`config.mk`:
```
export PLATFORM = sky130hd
export DESIGN_NAME = nvac_ctrl
export DESIGN_NICKNAME = d
export VERILOG_FILES = /design/src/core/nvac_pkg.sv /design/src/core/nvac_mem_if.sv /design/src/core/nvac_ctrl.sv /design/src/core/nvac_byte_array.sv
export SDC_FILE = /design/constraint.sdc
export NUM_CORES = 2
export LEC_CHECK = 0
export CAP_MARGIN = 10
export CORE_ASPECT_RATIO = 0.7
export CORE_MARGIN = 5
export CORE_UTILIZATION = 65
export CTS_BUF_LIST = sky130_fd_sc_hd__clkbuf_4 sky130_fd_sc_hd__clkbuf_8
export DETAILED_ROUTE_END_ITERATION = 10
export DONT_BUFFER_PORTS = 1
export PLACE_DENSITY_LB_ADDON = 0.1
export REMOVE_ABC_BUFFERS = 1
export SLEW_MARGIN = 0
export SYNTH_ARGS = -nofsm -noshare
export SYNTH_HDL_FRONTEND = slang
export SYNTH_SLANG_ARGS = --single-unit
```
`constraint.sdc`:
```
create_clock -name i_sys_clk -period 17.55 [get_ports i_sys_clk]
set_input_delay 3.51 -clock i_sys_clk [delete_from_list [all_inputs] [get_ports i_sys_clk]]
set_output_delay 3.51 -clock i_sys_clk [all_outputs]
set_load 0.05 [all_outputs]
```
`src/core/nvac_pkg.sv`:
```
// Package for the byte-wide nonvolatile access controller.
// Assumes one system clock at 200 MHz and a 1 MHz timing tick input.
package nvac_pkg;
   // Register select codes on the CPU register port
   localparam logic [1:0] NVAC_SEL_ADDR_LOW = 2'h0;
   localparam logic [1:0] NVAC_SEL_ADDR_HIGH = 2'h1;
   localparam logic [1:0] NVAC_SEL_DATA = 2'h2;
   localparam logic [1:0] NVAC_SEL_CONTROL = 2'h3;
   // Geometry
   localparam int NVAC_ADDR_W = 9;
   localparam int NVAC_DEPTH = 512;
   localparam logic [8:0] NVAC_ADDR_MAX = 9'h1ff;
   // Control and address bit positions
   localparam int NVAC_BIT_READ = 0;
   localparam int NVAC_BIT_WRITE = 1;
   localparam int NVAC_BIT_ARM = 2;
   localparam int NVAC_BIT_RIE = 3;
   localparam int NVAC_BIT_ADDR_HI = 8;
   // Timing: arm window and CPU stall lengths in system clocks
   localparam logic [2:0] NVAC_ARM_CYCLES = 3'h4;
   localparam logic [2:0] NVAC_WRITE_STALL = 3'h2;
   localparam logic [2:0] NVAC_READ_STALL = 3'h4;
   // Write time in oscillator ticks (8448 at 1 MHz, about 8.5 ms)
   localparam logic [13:0] NVAC_WRITE_TICKS = 14'h2100;
   localparam logic [7:0] NVAC_BYTE_ZERO = 8'h00;
   localparam logic [7:0] NVAC_BYTE_ERASED = 8'hff;
   // Controller state
   typedef enum logic [1:0] {
      NVAC_IDLE = 2'b00,
      NVAC_PROGRAM = 2'b01
   } nvac_state_t;
endpackage : nvac_pkg

```
`src/core/nvac_mem_if.sv`:
```
// Interface joining the controller to its byte array.
// Assumes a single clock domain shared by both ends.
interface nvac_mem_if;
   logic [8:0] addr;
   logic [7:0] wdata;
   logic we;
   logic [7:0] rdata;
   modport ctrl (output addr, output wdata, output we, input rdata);
   modport mem (input addr, input wdata, input we, output rdata);
endinterface : nvac_mem_if

```
`src/core/nvac_ctrl.sv`:
```
// Byte access controller for a 512-byte nonvolatile data store.
// Assumes the CPU port is synchronous to i_sys_clk and i_tick_1mhz
// is a one-cycle pulse at 1 MHz from the calibrated oscillator.
// Operation
// Nine-bit address selects one of 512 bytes, linear from 0 to 511.
// Unused upper address-high bits and control bits 7:4 read zero.
// Address is undefined at power-up; software loads it before access.
// Data register supplies write byte and receives read byte.
// Ready interrupt asserted while enabled, global flag set, write strobe clear.
// Master write arm clears itself four cycles after software sets it.
// Write strobe starts a write only while the arm bit is set.
// Write strobe stays set during write; hardware clears it when done.
// Starting a write stalls the CPU two cycles.
// Read strobe fetches addressed byte into data register, then stalls four.
// During a write, reads are ignored and address cannot change.
// Write lasts 8448 ticks of the 1 MHz oscillator, about 8.5 ms.
// No programming while the CPU is writing Flash.
// Software waits idle, loads address and data, arms, strobes within four.
// Software should keep interrupts off during the write sequence.
// Write finishes in power-down; oscillator keeps running.
// Reset during a write does not abort it.
// Reset clears control bits once any write has completed.
module nvac_ctrl (
   // Clock and reset
   input wire logic i_sys_clk,
   input wire logic i_srst,
   // CPU register port
   input wire logic [1:0] i_reg_sel,
   input wire logic i_reg_wr,
   input wire logic i_reg_rd,
   input wire logic [7:0] i_reg_wdata,
   output logic [7:0] o_reg_rdata,
   // System status
   input wire logic i_global_irq_en,
   input wire logic i_flash_selfprog_busy,
   input wire logic i_power_down,
   input wire logic i_tick_1mhz,
   // Outputs to the core
   output logic o_cpu_stall,
   output logic o_ready_irq,
   output logic o_osc_request
);
   import nvac_pkg::*;

   nvac_mem_if mif ();
   nvac_state_t state_reg;
   logic [8:0] nv_byte_address_reg;
   logic [7:0] nv_data_byte_reg;
   logic ready_irq_enable_reg;
   logic master_write_arm_reg;
   logic write_strobe_reg;
   logic [2:0] arm_count_reg;
   logic [2:0] stall_count_reg;
   logic [13:0] tick_count_reg;
   logic read_pending_reg;
   logic [7:0] rdata_reg;
   logic ctl_wr;
   logic busy;
   logic write_start;
   logic read_start;
   logic write_done;

   // Helper: is this a write to the given register
   function automatic logic sel_hit(input logic [1:0] sel, input logic [1:0] code, input logic wr);
      sel_hit = wr && (sel == code);
   endfunction : sel_hit

   nvac_byte_array u_array (
      .i_sys_clk(i_sys_clk),
      .m(mif.mem)
   );

   // Decode of control writes and write/read launch conditions
   assign ctl_wr = sel_hit(i_reg_sel, NVAC_SEL_CONTROL, i_reg_wr);
   assign busy = (state_reg == NVAC_PROGRAM);
   assign write_start = ctl_wr && i_reg_wdata[NVAC_BIT_WRITE] && master_write_arm_reg
      && !busy && !i_srst && !i_flash_selfprog_busy;
   assign read_start = ctl_wr && i_reg_wdata[NVAC_BIT_READ] && !busy && !write_start;
   assign write_done = busy && i_tick_1mhz && (tick_count_reg == NVAC_WRITE_TICKS - 14'h0001);

   // Write sequencer; reset does not abort a write in progress
   always_ff @(posedge i_sys_clk) begin
      if (i_srst && !busy) begin
         state_reg <= NVAC_IDLE;
         tick_count_reg <= 14'h0000;
      end else begin
         case (state_reg)
            NVAC_IDLE: begin
               tick_count_reg <= 14'h0000;
               if (write_start) begin
                  state_reg <= NVAC_PROGRAM;
               end
            end
            NVAC_PROGRAM: begin
               // Timed only by oscillator ticks, so the main clock rate does not matter
               if (write_done) begin
                  state_reg <= NVAC_IDLE;
                  tick_count_reg <= 14'h0000;
               end else if (i_tick_1mhz) begin
                  tick_count_reg <= tick_count_reg + 14'h0001;
               end
            end
            default: begin
               state_reg <= NVAC_IDLE;
               tick_count_reg <= 14'h0000;
            end
         endcase
      end
   end

   // Oscillator must keep running for a write, even in power-down
   assign o_osc_request = busy || i_power_down && busy;

   // Write strobe: set at launch, held until the timer expires
   always_ff @(posedge i_sys_clk) begin
      if (write_done) begin
         write_strobe_reg <= 1'b0;
      end else if (write_start) begin
         write_strobe_reg <= 1'b1;
      end else if (i_srst && !busy) begin
         write_strobe_reg <= 1'b0;
      end
   end

   // Arm bit with four-cycle self-clear window
   always_ff @(posedge i_sys_clk) begin
      if (i_srst && !busy) begin
         master_write_arm_reg <= 1'b0;
         arm_count_reg <= 3'h0;
      end else if (ctl_wr && i_reg_wdata[NVAC_BIT_ARM]) begin
         master_write_arm_reg <= 1'b1;
         arm_count_reg <= NVAC_ARM_CYCLES;
      end else if (arm_count_reg == 3'h1) begin
         master_write_arm_reg <= 1'b0;
         arm_count_reg <= 3'h0;
      end else if (arm_count_reg != 3'h0) begin
         arm_count_reg <= arm_count_reg - 3'h1;
      end
   end

   // Ready interrupt enable bit
   always_ff @(posedge i_sys_clk) begin
      if (i_srst && !busy) begin
         ready_irq_enable_reg <= 1'b0;
      end else if (ctl_wr) begin
         ready_irq_enable_reg <= i_reg_wdata[NVAC_BIT_RIE];
      end
   end

   // Level interrupt while idle; not cleared by servicing, only by disable
   assign o_ready_irq = ready_irq_enable_reg && i_global_irq_en && !write_strobe_reg;

   // Address register, frozen during a write; no reset value
   always_ff @(posedge i_sys_clk) begin
      if (!busy && !write_start) begin
         if (sel_hit(i_reg_sel, NVAC_SEL_ADDR_LOW, i_reg_wr)) begin
            nv_byte_address_reg[7:0] <= i_reg_wdata;
         end
         if (sel_hit(i_reg_sel, NVAC_SEL_ADDR_HIGH, i_reg_wr)) begin
            nv_byte_address_reg[NVAC_BIT_ADDR_HI] <= i_reg_wdata[0];
         end
      end
   end

   // Data register: CPU write, or byte fetched one cycle after read strobe
   always_ff @(posedge i_sys_clk) begin
      if (read_pending_reg) begin
         nv_data_byte_reg <= mif.rdata;
      end else if (sel_hit(i_reg_sel, NVAC_SEL_DATA, i_reg_wr)) begin
         nv_data_byte_reg <= i_reg_wdata;
      end
   end

   // Read pending flag: array read data is registered one cycle
   always_ff @(posedge i_sys_clk) begin
      if (i_srst) begin
         read_pending_reg <= 1'b0;
      end else begin
         read_pending_reg <= read_start;
      end
   end

   // Array drive: write happens once, at launch, from the data register
   assign mif.addr = nv_byte_address_reg;
   assign mif.wdata = nv_data_byte_reg;
   assign mif.we = write_start;

   // CPU stall counter; the stall covers the fetch cycle of a read
   always_ff @(posedge i_sys_clk) begin
      if (i_srst) begin
         stall_count_reg <= 3'h0;
      end else if (write_start) begin
         stall_count_reg <= NVAC_WRITE_STALL;
      end else if (read_start) begin
         stall_count_reg <= NVAC_READ_STALL;
      end else if (stall_count_reg != 3'h0) begin
         stall_count_reg <= stall_count_reg - 3'h1;
      end
   end
   assign o_cpu_stall = (stall_count_reg != 3'h0);

   // Read mux, registered; reserved bits read as zero
   always_ff @(posedge i_sys_clk) begin
      if (i_srst) begin
         rdata_reg <= NVAC_BYTE_ZERO;
      end else if (i_reg_rd) begin
         case (i_reg_sel)
            NVAC_SEL_ADDR_LOW: rdata_reg <= nv_byte_address_reg[7:0];
            NVAC_SEL_ADDR_HIGH: rdata_reg <= {7'h00, nv_byte_address_reg[NVAC_BIT_ADDR_HI]};
            NVAC_SEL_DATA: rdata_reg <= nv_data_byte_reg;
            NVAC_SEL_CONTROL: rdata_reg <= {4'h0, ready_irq_enable_reg, master_write_arm_reg,
               write_strobe_reg, 1'b0};
            default: rdata_reg <= NVAC_BYTE_ZERO;
         endcase
      end
   end
   assign o_reg_rdata = rdata_reg;
endmodule : nvac_ctrl

```
`src/core/nvac_byte_array.sv`:
```
// Byte array standing in for the 512-byte nonvolatile store.
// Assumes the controller holds address steady around a write.
module nvac_byte_array (
   // Clock
   input wire logic i_sys_clk,
   // Array port
   nvac_mem_if.mem m
);
   import nvac_pkg::*;
   logic [7:0] mem_reg [NVAC_DEPTH];
   logic [7:0] rdata_reg;

   // Registered read, write on strobe; no reset so it keeps content
   always_ff @(posedge i_sys_clk) begin
      if (m.we) begin
         mem_reg[m.addr] <= m.wdata;
      end
      rdata_reg <= mem_reg[m.addr];
   end
   assign m.rdata = rdata_reg;
endmodule : nvac_byte_array

```
==> reports/results.ini <==
[outcome]
outcome = finished, violations left
violations = max-slew violations

[place]
port_buffers = 0
gp_congestion = 0.922
place_area_sq_um = 164000
hpwl_um = 264000

[routing]
ant_nets = 0
routed_via_density = 7.15
drt_pre_antenna_iters = 8
routed-via-count = 85500
wirelength_um = 440000
drt_iter0_drc = 14200
drc_errors = 0
post_drt_wl_per_cell_um = 36.8

[clock_network]
path_clk_slew_ps = 60
cts_resized = 0
htree_levels = 6
ctsHoldBuffers = 0
cts-root-buf = clkbuf_8
clk_latency_ps = 1090
clockBufferDepth = 4
clock-sinks = 4154
cts_tree = built
postCtsSetupBuffers = 0
numCtsBuffers = 598

[setup_path]
crit_arrival_ps = 3970
worstPathMaxFanout = 1
path_delay_family = simple AND/OR/NAND/NOR gates
slowest_delay_ps = 460
worstSetupPathDepth = 1
r2r_cells = 10
r2r_slack_ps = 10290
critical_path_buf_inv_count = 0
crit_path_start_kind = input port
cp_slowest_cell = and3b_1
endpoint_kind = output pin
cp_data_required_time_ps = 14040
crit_chain = and3b_1
critical_path_class = input port to output pin

[floorplanning]
die_x_um = 605
initial_core_util_pct = 65.5
fp.dieH_um = 426
io_pins = 29
rows = 152
dieArea_sq_um = 258000
coreArea_sq_um = 246000

[yosys]
avgSynthCellArea_sq_um = 20.4
synth.area.top_cells = edfxtp_1 (77%), mux4_2 (11%), mux2i_1 (3.1%), nor2_1 (1.4%), a22oi_1 (0.82%)
synth_cell_types = 72
synth_cells = 7871
synth.cell_area_sq_um = 161000
synthFlopType = edfxtp_1
synth_top_area_share_pct = 76.8
synthArstFlopShare_pct = 0
synth_seq_cells = 4154
synth_edf_count = 4113
yosysSeqAreaShare_pct = 77.3
yosys_warnings = 0
yosys.area.top_type = edfxtp_1

[finish]
utilization_pct = 71.5
largest_reg_flops = 4096
mostFrequentLayoutCell = edfxtp_1
final_area_sq_um = 176000
area_growth_pct = 9.27
drive_gt1_share_pct = 22.9
nFillCells = 14500
seqCellArea_sq_um = 124000
final_nets = 8203
multi_input_area_sq_um = 34200
mostFrequentLayoutCells = edfxtp_1 (4,113), mux4_2 (791), clkbuf_8 (618), nor2_1 (573), mux2i_1 (504)

[timing]
slew_headroom_pct = -5.43
setup_viol = 0
maxSlewViolCount = 66
period_share_pct = 42.6
finClkSkew_ps = 72.1
tns_ps = 0
timing.hold.ws_ps = 507
max_freq_mhz = 134
layout_min_cycle_time_ps = 7480
rsz0062_at_grt = false
worst_slew_pin_slew_ps = 1580
hold_viol_final = 0

[pwr]
total_power_w = 0.0188
power_density_nw_per_um2 = 107
leakage_nw = 55.0
vdd_drop_max_mv = 0.0914

[flow_run]
cap_viol_max_count = 0

[hold_path]
holdPathStages = 2
hp-class = flop to flop

[global_routing]
grt_pass1_vias = 82000
antenna_found_initial = 30
grt_remaining_overflow = 0
grt_max_degree = 232
grt_usage_pct = 34.3
grt_pass1_wl_um = 618000

routing by layer:
metal | track usage, % | vias to the layer above | part of all wire [%]
li1 | - | 33500 | -
met3 | 14.5 | 869 | 17
met5 | 0 | - | 0.013
met2 | 45.8 | 6691 | 42
met1 | 52.1 | 44400 | 38
met4 | 10.8 | 10 | 3.3
power breakdown:
group,internal [W],switching [W]
Clock,0.00379,0.00361
Sequential,0.0109,0.0000129
Combinational,0.000149,0.000351
cells by family after synthesis:
family / count (synthesis) / synth area share, %
AOI/OAI and AO/OA: 765 / 3.38
xor gates and xnor gates: 15 / 0.0817
adders and majority gates: 6 / 0.0467
buffers and inverters: 510 / 1.70
DFF: 4154 / 77.3
muxes: 1311 / 14.3
and+or+nand+nor: 1110 / 3.17
cell usage after synthesis, types with 10 or more instances:
cell type,count
a2111oi_0,10
a211oi_1,22
a21oi_1,76
a221oi_1,100
a22o_1,42
a22oi_1,176
a31oi_1,92
a32oi_1,16
and2_1,14
and3_1,36
and4_1,11
buf_1,30
buf_2,119
buf_4,87
buf_6,46
clkbuf_1,220
dfxtp_1,41
edfxtp_1,4113
mux2_2,16
mux2i_1,504
mux4_2,791
nand2_1,149
nand2b_1,12
nand3_1,97
nand4_1,70
nor2_1,581
nor2b_1,15
nor3_1,25
nor4_1,51
o21ai_0,45
o22ai_1,132
through the flow:
step,cells,setup slack [ps]
finish,12000,10070
global route,11900,9910
CTS,11900,10070
detailed placement,10900,10070
global placement,10900,10070
floorplan,7369,-44480
final timing paths:
kind                                     start                                end
min reg2reg  master_write_arm_reg$_SDFFE_PP0P_  master_write_arm_reg$_SDFFE_PP0P_
max                            i_global_irq_en                        o_ready_irq
min          master_write_arm_reg$_SDFFE_PP0P_  master_write_arm_reg$_SDFFE_PP0P_
max reg2reg              mif.addr[1]$_DFFE_PP_         u_array.m.rdata[3]$_DFF_P_
cell type report:
type	instances	area share, %
clock inverter	225	0.718
timing repair buffer	210	1.04
tap	3311	2.36
clock buffer	808	5.65
multi-input combinational	3207	19.4
inverter	8	0.0199
antenna	29	0.0413
sequential	4154	70.7
No activity file was read; power rests on OpenSTA's default activity.
